===== config.mk =====
export PLATFORM = sky130hd
export DESIGN_NAME = cefi_top
export DESIGN_NICKNAME = d
export VERILOG_FILES = /design/src/verilog/cefi_top.v
export VERILOG_INCLUDE_DIRS = /design/src /design/src/verilog
export SDC_FILE = /design/constraint.sdc
export NUM_CORES = 1
export LEC_CHECK = 0
export ABC_AREA = 0
export ABC_CLOCK_PERIOD_IN_PS = 2600
export BUFFER_PORTS_ARGS = -buffer_cell sky130_fd_sc_hd__buf_4
export CORE_MARGIN = 2
export CORE_UTILIZATION = 51
export DETAILED_ROUTE_END_ITERATION = 16
export PLACE_DENSITY_LB_ADDON = 0.15
export SLEW_MARGIN = 15
export SYNTH_ARGS = -nofsm -noshare
export SYNTH_HDL_FRONTEND = slang
export SYNTH_SLANG_ARGS = --single-unit

===== constraint.sdc =====
create_clock -name clk -period 2.6 [get_ports clk]
set_clock_uncertainty 0.05 [all_clocks]
set_input_delay 0.26 -clock clk [delete_from_list [all_inputs] [get_ports clk]]
set_output_delay 0.26 -clock clk [all_outputs]
set_load 0.05 [all_outputs]

===== src/verilog/cefi_regs.vh =====
`ifndef CEFI_REGS_VH
`define CEFI_REGS_VH

// ****************************************************************
// Register offsets
// ****************************************************************
`define CEFI_ADDR_STICKY_ONE   8'h2A
`define CEFI_ADDR_STICKY_TWO   8'h2C
`define CEFI_ADDR_STICKY_THREE 8'h2D
`define CEFI_ADDR_LIVE_TWO     8'h2E
`define CEFI_ADDR_LIVE_THREE   8'h2F
`define CEFI_ADDR_IRQ_CTRL     8'h30

// ****************************************************************
// Reset values
// ****************************************************************
`define CEFI_RST_STICKY        8'h00
`define CEFI_RST_IRQ_CTRL      8'h00
`define CEFI_RD_UNMAPPED       8'h00

// ****************************************************************
// Control register fields
// ****************************************************************
`define CEFI_CTL_INSERT        7
`define CEFI_CTL_BUTTON        6
`define CEFI_CTL_DRC           5
`define CEFI_CTL_AGC           4
`define CEFI_CTL_OVERCUR       3
`define CEFI_CTL_DSP           2
`define CEFI_CTL_DCMEAS        1
`define CEFI_CTL_TRAIN         0

// ****************************************************************
// Sticky and live flag fields
// ****************************************************************
`define CEFI_F2_OC_LEFT        7
`define CEFI_F2_OC_RIGHT       6
`define CEFI_F2_BUTTON         5
`define CEFI_F2_HEADSET        4
`define CEFI_F2_DRC_LEFT       3
`define CEFI_F2_DRC_RIGHT      2
`define CEFI_F2_PLAY_STD       1
`define CEFI_F2_PLAY_AUX       0
`define CEFI_F3_AGC_LEFT       6
`define CEFI_F3_AGC_RIGHT      5
`define CEFI_F3_REC_STD        4
`define CEFI_F3_REC_AUX        3
`define CEFI_F3_DC_LEFT        2
`define CEFI_F3_DC_RIGHT       1

// ****************************************************************
// Timing
// ****************************************************************
`define CEFI_PULSE_MS          2
`define CEFI_CLK_KHZ           40000
`define CEFI_PULSE_CYC         (`CEFI_PULSE_MS * `CEFI_CLK_KHZ)

`endif


===== src/verilog/cefi_top.v =====
// Function
// - Left and right AGC noise flags latch low power until sticky register read.
// - Record core standard and auxiliary interrupt ports latch until sticky read.
// - Left and right DC measurement ready flags latch, cleared by sticky read.
// - Live bits 7 and 6 show left and right headphone overcurrent now.
// - Live bit shows headset button currently pressed.
// - Live bit shows headset inserted (one) or removed (zero).
// - Live bits show left and right DRC power above signal threshold.
// - Second live register bits 1 and 0 show playback core interrupt ports.
// - Third live register bits 6 and 5 show AGC power below noise threshold.
// - Third live register bits 4 and 3 show record core interrupt ports.
// - Third live register bits 2 and 1 show DC measurement available, no clear.
// - Control bit 7 lets headset insertion raise the interrupt output.
// - Control bit 6 lets button press raise the interrupt output.
// - Control bit 5 lets either DRC threshold crossing raise the interrupt.
// - Control bit 4 lets either AGC noise detection raise the interrupt.
// - Control bit 3 lets either headphone overcurrent raise the interrupt.
// - Control bit 2 lets either DSP core interrupt raise the interrupt.
// - Control bit 1 lets DC measurement availability raise the interrupt.
// - Pulse control zero gives one active-high pulse of two milliseconds.
// - Pulse control one repeats two millisecond pulses until a sticky read.
// - Overcurrent, button, headset and DRC events latch in sticky register two.
//
// Decided for this implementation: the address-and-strobe port.
`timescale 1ns/10ps
`include "cefi_regs.vh"

module cefi_top #(
    parameter PULSE_CYC = `CEFI_PULSE_CYC,
    parameter GAP_CYC   = `CEFI_PULSE_CYC,
    parameter CNT_W     = 17
) (
    input  wire       clk,            // 40 MHz clock
    input  wire       arst_n,         // Asynchronous reset, active low
    input  wire [7:0] addr,           // Register address
    input  wire [7:0] wdata,          // Write data
    input  wire       wr_en,          // Write strobe
    input  wire       rd_en,          // Read strobe
    output reg  [7:0] rdata,          // Read data, one cycle after rd_en
    input  wire       oc_left,        // Left headphone driver overcurrent
    input  wire       oc_right,       // Right headphone driver overcurrent
    input  wire       button_press,   // Headset button pressed
    input  wire       headset_in,     // Headset inserted
    input  wire       drc_left,       // Left DRC power above threshold
    input  wire       drc_right,      // Right DRC power above threshold
    input  wire       agc_noise_left, // Left AGC power below noise threshold
    input  wire       agc_noise_right,// Right AGC power below noise threshold
    input  wire       play_dsp_std,   // Playback core standard interrupt port
    input  wire       play_dsp_aux,   // Playback core auxiliary interrupt port
    input  wire       rec_dsp_std,    // Record core standard interrupt port
    input  wire       rec_dsp_aux,    // Record core auxiliary interrupt port
    input  wire       dc_meas_left,   // Left ADC DC measurement available
    input  wire       dc_meas_right,  // Right ADC DC measurement available
    output reg        first_interrupt_output // Active-high interrupt
);

    // ****************************************************************
    // Reset release and input synchronisers
    // ****************************************************************
    localparam [1:0] ST_IDLE = 2'h0;
    localparam [1:0] ST_HIGH = 2'h1;
    localparam [1:0] ST_LOW  = 2'h2;
    localparam [31:0] PULSE_LAST = PULSE_CYC - 1;
    localparam [31:0] GAP_LAST   = GAP_CYC - 1;

    reg  [1:0]  rst_q;
    wire        rst_n;
    reg  [13:0] sync1_q;
    reg  [13:0] sync2_q;
    wire [13:0] ev_raw;

    assign rst_n = rst_q[1];
    assign ev_raw = {oc_left, oc_right, button_press, headset_in,
                     drc_left, drc_right, agc_noise_left, agc_noise_right,
                     play_dsp_std, play_dsp_aux, rec_dsp_std, rec_dsp_aux,
                     dc_meas_left, dc_meas_right};

    always @(posedge clk or negedge arst_n)
    begin
        if (!arst_n)
            rst_q <= 2'h0;
        else
            rst_q <= {rst_q[0], 1'b1};
    end

    // The sources sit outside this clock domain, so each passes two flops.
    // This costs two cycles of latency on every live bit and every trigger.
    always @(posedge clk or negedge rst_n)
    begin
        if (!rst_n)
        begin
            sync1_q <= 14'h0000;
            sync2_q <= 14'h0000;
        end
        else
        begin
            sync1_q <= ev_raw;
            sync2_q <= sync1_q;
        end
    end

    wire s_oc_l   = sync2_q[13];
    wire s_oc_r   = sync2_q[12];
    wire s_btn    = sync2_q[11];
    wire s_hs     = sync2_q[10];
    wire s_drc_l  = sync2_q[9];
    wire s_drc_r  = sync2_q[8];
    wire s_agc_l  = sync2_q[7];
    wire s_agc_r  = sync2_q[6];
    wire s_pl_std = sync2_q[5];
    wire s_pl_aux = sync2_q[4];
    wire s_rc_std = sync2_q[3];
    wire s_rc_aux = sync2_q[2];
    wire s_dc_l   = sync2_q[1];
    wire s_dc_r   = sync2_q[0];

    // ****************************************************************
    // Live flag registers
    // ****************************************************************
    wire [7:0] live_two;
    wire [7:0] live_three;

    assign live_two[`CEFI_F2_OC_LEFT]   = s_oc_l;
    assign live_two[`CEFI_F2_OC_RIGHT]  = s_oc_r;
    assign live_two[`CEFI_F2_BUTTON]    = s_btn;
    assign live_two[`CEFI_F2_HEADSET]   = s_hs;
    assign live_two[`CEFI_F2_DRC_LEFT]  = s_drc_l;
    assign live_two[`CEFI_F2_DRC_RIGHT] = s_drc_r;
    assign live_two[`CEFI_F2_PLAY_STD]  = s_pl_std;
    assign live_two[`CEFI_F2_PLAY_AUX]  = s_pl_aux;

    // Reserved bits read as zero.
    assign live_three[7]                  = 1'b0;
    assign live_three[`CEFI_F3_AGC_LEFT]  = s_agc_l;
    assign live_three[`CEFI_F3_AGC_RIGHT] = s_agc_r;
    assign live_three[`CEFI_F3_REC_STD]   = s_rc_std;
    assign live_three[`CEFI_F3_REC_AUX]   = s_rc_aux;
    assign live_three[`CEFI_F3_DC_LEFT]   = s_dc_l;
    assign live_three[`CEFI_F3_DC_RIGHT]  = s_dc_r;
    assign live_three[0]                  = 1'b0;

    // ****************************************************************
    // Register port decode
    // ****************************************************************
    // The first sticky register holds no flags in this block; its read is
    // decoded only because it stops a pulse train.
    wire rd_one   = rd_en && (addr == `CEFI_ADDR_STICKY_ONE);
    wire rd_two   = rd_en && (addr == `CEFI_ADDR_STICKY_TWO);
    wire rd_three = rd_en && (addr == `CEFI_ADDR_STICKY_THREE);
    wire stop_rd  = rd_one || rd_two || rd_three;

    reg  [7:0] ctrl_q;
    reg  [7:0] sticky2_q;
    reg  [7:0] sticky3_q;
    reg        hs_prev_q;
    reg  [7:0] rd_mux;

    always @*
    begin
        if (addr == `CEFI_ADDR_STICKY_TWO)
            rd_mux = sticky2_q;
        else if (addr == `CEFI_ADDR_STICKY_THREE)
            rd_mux = sticky3_q;
        else if (addr == `CEFI_ADDR_LIVE_TWO)
            rd_mux = live_two;
        else if (addr == `CEFI_ADDR_LIVE_THREE)
            rd_mux = live_three;
        else if (addr == `CEFI_ADDR_IRQ_CTRL)
            rd_mux = ctrl_q;
        else
            rd_mux = `CEFI_RD_UNMAPPED;
    end

    // Read data stands only in the cycle after the strobe.
    always @(posedge clk or negedge rst_n)
    begin
        if (!rst_n)
            rdata <= 8'h00;
        else if (rd_en)
            rdata <= rd_mux;
        else
            rdata <= 8'h00;
    end

    always @(posedge clk or negedge rst_n)
    begin
        if (!rst_n)
            ctrl_q <= `CEFI_RST_IRQ_CTRL;
        else if (wr_en && (addr == `CEFI_ADDR_IRQ_CTRL))
            ctrl_q <= wdata;
    end

    // ****************************************************************
    // Sticky flags
    // ****************************************************************
    wire       hs_change = s_hs ^ hs_prev_q;
    wire       hs_insert = s_hs & ~hs_prev_q;
    wire [7:0] set2;
    wire [7:0] set3;
    wire [7:0] sticky2_d;
    wire [7:0] sticky3_d;

    // Level sources keep their flag set while they stay high, so a read
    // clears such a flag only after its source has dropped.
    assign set2 = {s_oc_l, s_oc_r, s_btn, hs_change,
                   s_drc_l, s_drc_r, s_pl_std, s_pl_aux};
    assign set3 = {1'b0, s_agc_l, s_agc_r, s_rc_std, s_rc_aux,
                   s_dc_l, s_dc_r, 1'b0};

    // A set in the same cycle as the clearing read wins and is kept.
    assign sticky2_d = (sticky2_q & ~{8{rd_two}}) | set2;
    assign sticky3_d = (sticky3_q & ~{8{rd_three}}) | set3;

    always @(posedge clk or negedge rst_n)
    begin
        if (!rst_n)
        begin
            sticky2_q <= `CEFI_RST_STICKY;
            sticky3_q <= `CEFI_RST_STICKY;
            hs_prev_q <= 1'b0;
        end
        else
        begin
            sticky2_q <= sticky2_d;
            sticky3_q <= sticky3_d;
            hs_prev_q <= s_hs;
        end
    end

    // ****************************************************************
    // Interrupt trigger
    // ****************************************************************
    wire [7:0] new2 = set2 & ~sticky2_q;
    wire [7:0] new3 = set3 & ~sticky3_q;
    wire       trig;

    // Only insertion, not removal, counts as the headset interrupt event.
    assign trig =
        (ctrl_q[`CEFI_CTL_INSERT] & hs_insert) |
        (ctrl_q[`CEFI_CTL_BUTTON] & new2[`CEFI_F2_BUTTON]) |
        (ctrl_q[`CEFI_CTL_DRC] & (new2[`CEFI_F2_DRC_LEFT] |
                                  new2[`CEFI_F2_DRC_RIGHT])) |
        (ctrl_q[`CEFI_CTL_AGC] & (new3[`CEFI_F3_AGC_LEFT] |
                                  new3[`CEFI_F3_AGC_RIGHT])) |
        (ctrl_q[`CEFI_CTL_OVERCUR] & (new2[`CEFI_F2_OC_LEFT] |
                                      new2[`CEFI_F2_OC_RIGHT])) |
        (ctrl_q[`CEFI_CTL_DSP] & (new2[`CEFI_F2_PLAY_STD] |
                                  new2[`CEFI_F2_PLAY_AUX] |
                                  new3[`CEFI_F3_REC_STD] |
                                  new3[`CEFI_F3_REC_AUX])) |
        (ctrl_q[`CEFI_CTL_DCMEAS] & (new3[`CEFI_F3_DC_LEFT] |
                                     new3[`CEFI_F3_DC_RIGHT]));

    // ****************************************************************
    // Pulse generator
    // ****************************************************************
    // One counter times both the pulse and the gap, so CNT_W must hold
    // the larger of PULSE_CYC and GAP_CYC.
    reg  [1:0]       state_q;
    reg  [1:0]       state_d;
    reg  [CNT_W-1:0] cnt_q;
    reg  [CNT_W-1:0] cnt_d;
    reg              train_q;
    reg              train_d;
    wire             pulse_end = (cnt_q == PULSE_LAST[CNT_W-1:0]);
    wire             gap_end   = (cnt_q == GAP_LAST[CNT_W-1:0]);

    // A trigger in the cycle of a stopping read re-arms the train only in ST_IDLE; during a pulse or a gap the read wins.
    always @*
    begin
        train_d = train_q;
        if (trig && (state_q == ST_IDLE))
            train_d = ctrl_q[`CEFI_CTL_TRAIN];
        else if (stop_rd)
            train_d = 1'b0;
    end

    // Triggers during a pulse or a gap merge into the running output.
    // Such an event still sets its sticky flag, so the host finds it on
    // the next read even though it raised no pulse of its own.
    always @*
    begin
        state_d = state_q;
        cnt_d   = cnt_q;
        case (state_q)
            ST_IDLE:
            begin
                cnt_d = {CNT_W{1'b0}};
                if (trig)
                    state_d = ST_HIGH;
            end
            ST_HIGH:
            begin
                cnt_d = cnt_q + 1'b1;
                if (pulse_end)
                begin
                    cnt_d = {CNT_W{1'b0}};
                    if (train_d)
                        state_d = ST_LOW;
                    else
                        state_d = ST_IDLE;
                end
            end
            ST_LOW:
            begin
                cnt_d = cnt_q + 1'b1;
                if (!train_d)
                begin
                    cnt_d   = {CNT_W{1'b0}};
                    state_d = ST_IDLE;
                end
                else if (gap_end)
                begin
                    cnt_d   = {CNT_W{1'b0}};
                    state_d = ST_HIGH;
                end
            end
            default:
            begin
                cnt_d   = {CNT_W{1'b0}};
                state_d = ST_IDLE;
            end
        endcase
    end

    always @(posedge clk or negedge rst_n)
    begin
        if (!rst_n)
        begin
            state_q                <= ST_IDLE;
            cnt_q                  <= {CNT_W{1'b0}};
            train_q                <= 1'b0;
            first_interrupt_output <= 1'b0;
        end
        else
        begin
            state_q                <= state_d;
            cnt_q                  <= cnt_d;
            train_q                <= train_d;
            first_interrupt_output <= (state_d == ST_HIGH);
        end
    end

endmodule


==> qor.csv <==
stage;metric;value;unit
sta;Fin. Hold Viols;0;
floorplanning;die area;7432;um^2
yosys;sequential area share after synthesis;0.6098;
critical_path;critical-path cell list;nor2b_1, o41ai_1, nand3_1, o21ai_2, mux2_2, nor3_1;
worst_hold_path;Hold Crit Class;input port to flop;
clock_tree;Skew-Pair Late Insertion Delay;0.35;ns
sta;Peak Freq;0.4395;GHz
sta;crit share post-route;0.8751;
yosys;synthesized area;3447;um^2
yosys;fraction of registers with async set/reset;1.000;
yosys;Synth Area in XOR/XNOR;0.03811;
final_layout;commonest non-fill, non-tap cells in the layout;dfrtp_1, buf_4, nand2_1;
grt;largest net degree at the start of global routing;52;
sta;actual slew at the worst max-slew pin;0.6556;ns
floorplanning;starting density of the core;0.5337;
sta;final hold slack;0.08651;ns
critical_path;Reg2Reg Depth;6;
detailed_routing;TritonRoute pass-1 iters;7;
grt;gr usage total;0.2011;
flow_run;Max Cap Viol;0;
sta;Final setup viols;0;
yosys;number of flops mapped to enable cells by yosys;0;
yosys;post-synthesis compound-gate area fraction;0.1136;
yosys;mux share of post-synthesis cell area;0.03521;
floorplanning;die width;86.21;um
placed_design;Post-DP Area;3884;um^2
clock_tree;Num CTS Buffers;9;
yosys;yosys synthesis warning count;0;
detailed_routing;routed len/inst;15.23;um
sta;Final min period;2.275;ns
detailed_routing;first-iteration detailed-routing DRC count;107;
final_layout;Non-Filler Instances;440;
clock_tree;CTS tree;done;
critical_path;Startpoint Class;flop;
critical_path;Worst Path Max Fanout;17;
grt;global-route wire length before repair;11.23;mm
critical_path;critical path arrival;2.49;ns
detailed_routing;antenna viol nets, final;0;
yosys;Syn Inst Count;291;
grt;vias in the first global route;2301;
placed_design;routability cong.;0.7941;
clock_tree;postcts setup bufs;0;
sta;unrepaired setup endpoints after global routing;no;
floorplanning;Core Area;6459;um^2
critical_path;delay of the slowest cell on the worst path;0.52;ns
clock_tree;clk sinks;84;
final_layout;commonest non-fill, non-tap cell in the layout;dfrtp_1;
worst_hold_path;WHS Path Cells;2;
yosys;Area contributors post-synth;dfrtp_1, mux2_2, a21o_1;
pwr;Peak VDD IR;0.3961;mV
floorplanning;Die H;86.21;um
detailed_routing;Post-Route WL;6.703;mm
floorplanning;I/O pin cnt;43;
clock_tree;Max Buffers Root-to-Sink;2;
final_layout;fin nets;398;
final_layout;ratio of cells with drive above 1 in the final layout;0.2094;
sta;setup tns final;0;ns
status;status;completed;
detailed_routing;Vias/cell;5.439;
yosys;synthesized area per cell;11.85;um^2
grt;total grt overflow;0;
critical_path;Crit-path slowest cell;mux2_2;
floorplanning;Core Rows;29;
placed_design;Placed Instances;409;
yosys;Post-Synth Adder-Cell Area;0.02178;
placed_design;Place WS;0.3128;ns
clock_tree;Reg clk slew, reported paths;0.09;ns
clock_tree;CTS H-Tree Depth;3;
detailed_routing;DRC viols;0;
yosys;Simple-Gate Fraction of Synth Area;0.1666;
critical_path;Worst EP required;2.81;ns
yosys;largest family of logic cells by synthesized area;simple AND/OR/NAND/NOR gates;
sta;Setup WS post-layout;0.3248;ns
yosys;library cells used by synthesis;40;
grt;initial antenna violation count;0;
detailed_routing;via count;2393;
final_layout;final instance area;4220;um^2
yosys;Synth top area share;0.6098;
yosys;Post-synth top flop;dfrtp_1;
final_layout;P&R area growth vs syn;22.43;%
critical_path;CP Class;flop to flop;
placed_design;DP Wirelength;4.625;mm
pwr;Lkg Pwr;0.001819;uW
yosys;Seq cells post-synth;84;
yosys;net count after synthesis;331;
yosys;biggest area consumer among synthesized cells;dfrtp_1;
sta;Final Max Tran Viols;0;
sta;Relative slew margins;0.5629;
clock_tree;clock root buffer;clkbuf_8;
placed_design;PortBufs;42;
final_layout;ant diodes;0;
pwr;pwr dens;551.7;nW/um^2
critical_path;critical path capture point type;flop;
[area by class of cell]
type,instances,area [um^2]
clock buffers,10,137.6
clock inverters,6,48.80
fillers,534,2238
inverters,7,26.28
multi-input cells,195,1297
flip-flops and latches,84,2106
well taps,77,96.34
repair buffers,61,508.0
[cell families (layout without fill, tap and decap cells)]
family                     Yosys count  in the layout
AOI/OAI and AO/OA                   57             57
xor gates and xnor gates            15             15
adders and majority gates            6              6
buffers and inverters               12             84
DFF                                 84             84
muxes                               11             11
other                                1              1
and+or+nand+nor                    105            105
[timing repair]
action | in CTS | in global routing
hold endpoints to repair | 16 | 0
gates resized for setup | 0 | 0
hold buffers | 15 | 0
endpoints found under the setup margin | 0 | 0
[per-layer routing]
layer | track usage | routed length (um)
met4 | 0.07102 | 92
met3 | 0.05429 | 301
met1 | 0.2766 | 3163
met5 | 0 | 0
met2 | 0.3115 | 3145
[metrics by stage]
| step | power [uW] | utilization |
|---|---|---|
| 2_1_floorplan | 1422 | - |
| 4_1_cts | 2365 | 0.6534 |
| 3_5_place_dp | 1489 | 0.6013 |
| 3_3_place_gp | 1486 | 0.6013 |
| 6_report | 2328 | 0.6534 |
| 5_1_grt | 2433 | 0.6534 |
[final timing paths]
kind	start	end	slack, ns
worst max-delay path	sync2_q[4]	cnt_q[14]	0.32
worst min-delay path	wdata[1]	ctrl_q[1]	0.09
worst max register to register	sync2_q[4]	cnt_q[14]	0.32
worst min register to register	sync1_q[3]	sync2_q[3]	0.30
max in group asynchronous	rst_q[1]	sync1_q[6]	1.59
min in group asynchronous	arst_n	rst_q[1]	0.18
[registers in the layout (all words and copies together) (netlist names)]
name,count
sync1_q,14
state_q,2
rst_q,2
sticky3_q,8
rdata,8
cnt_q,17
train_q,1
ctrl_q,8
sticky2_q,8
sync2_q,14
hs_prev_q,1
first_interrupt_output,1
[power by group]
part | switching (uW) | internal (uW) | total, uW
logic | 38.6 | 64.1 | 103
registers | 36.2 | 1340 | 1380
clock network | 471 | 379 | 850
[worst max-delay path: cells and delay by family (launching register included)]
family          cells  cell delay (ns)
compound gates      2             0.70
flops               1             0.41
mux                 1             0.52
simple gates        3             0.51
[Yosys cell counts (2+ instances only)]
| cell type | count |
|---|---|
| a222oi_1 | 3 |
| mux2i_1 | 2 |
| nor2b_1 | 15 |
| buf_2 | 2 |
| o21a_1 | 4 |
| nor3_1 | 15 |
| nor2_1 | 14 |
| nor3b_1 | 4 |
| a21o_1 | 13 |
| clkbuf_1 | 3 |
| o21ai_0 | 12 |
| and3_1 | 5 |
| nand2b_1 | 2 |
| nor4_1 | 2 |
| nand2_1 | 22 |
| nand4_1 | 5 |
| and4_1 | 2 |
| dfrtp_1 | 84 |
| a31oi_1 | 2 |
| o2111ai_1 | 2 |
| and2_1 | 7 |
| a21oi_1 | 8 |
| nand3_1 | 8 |
| xnor2_1 | 7 |
| inv_1 | 7 |
| ha_1 | 6 |
| a21boi_0 | 3 |
| a22oi_1 | 5 |
| mux2_2 | 9 |
| xor2_1 | 8 |
(Power assumes the default switching activity.)
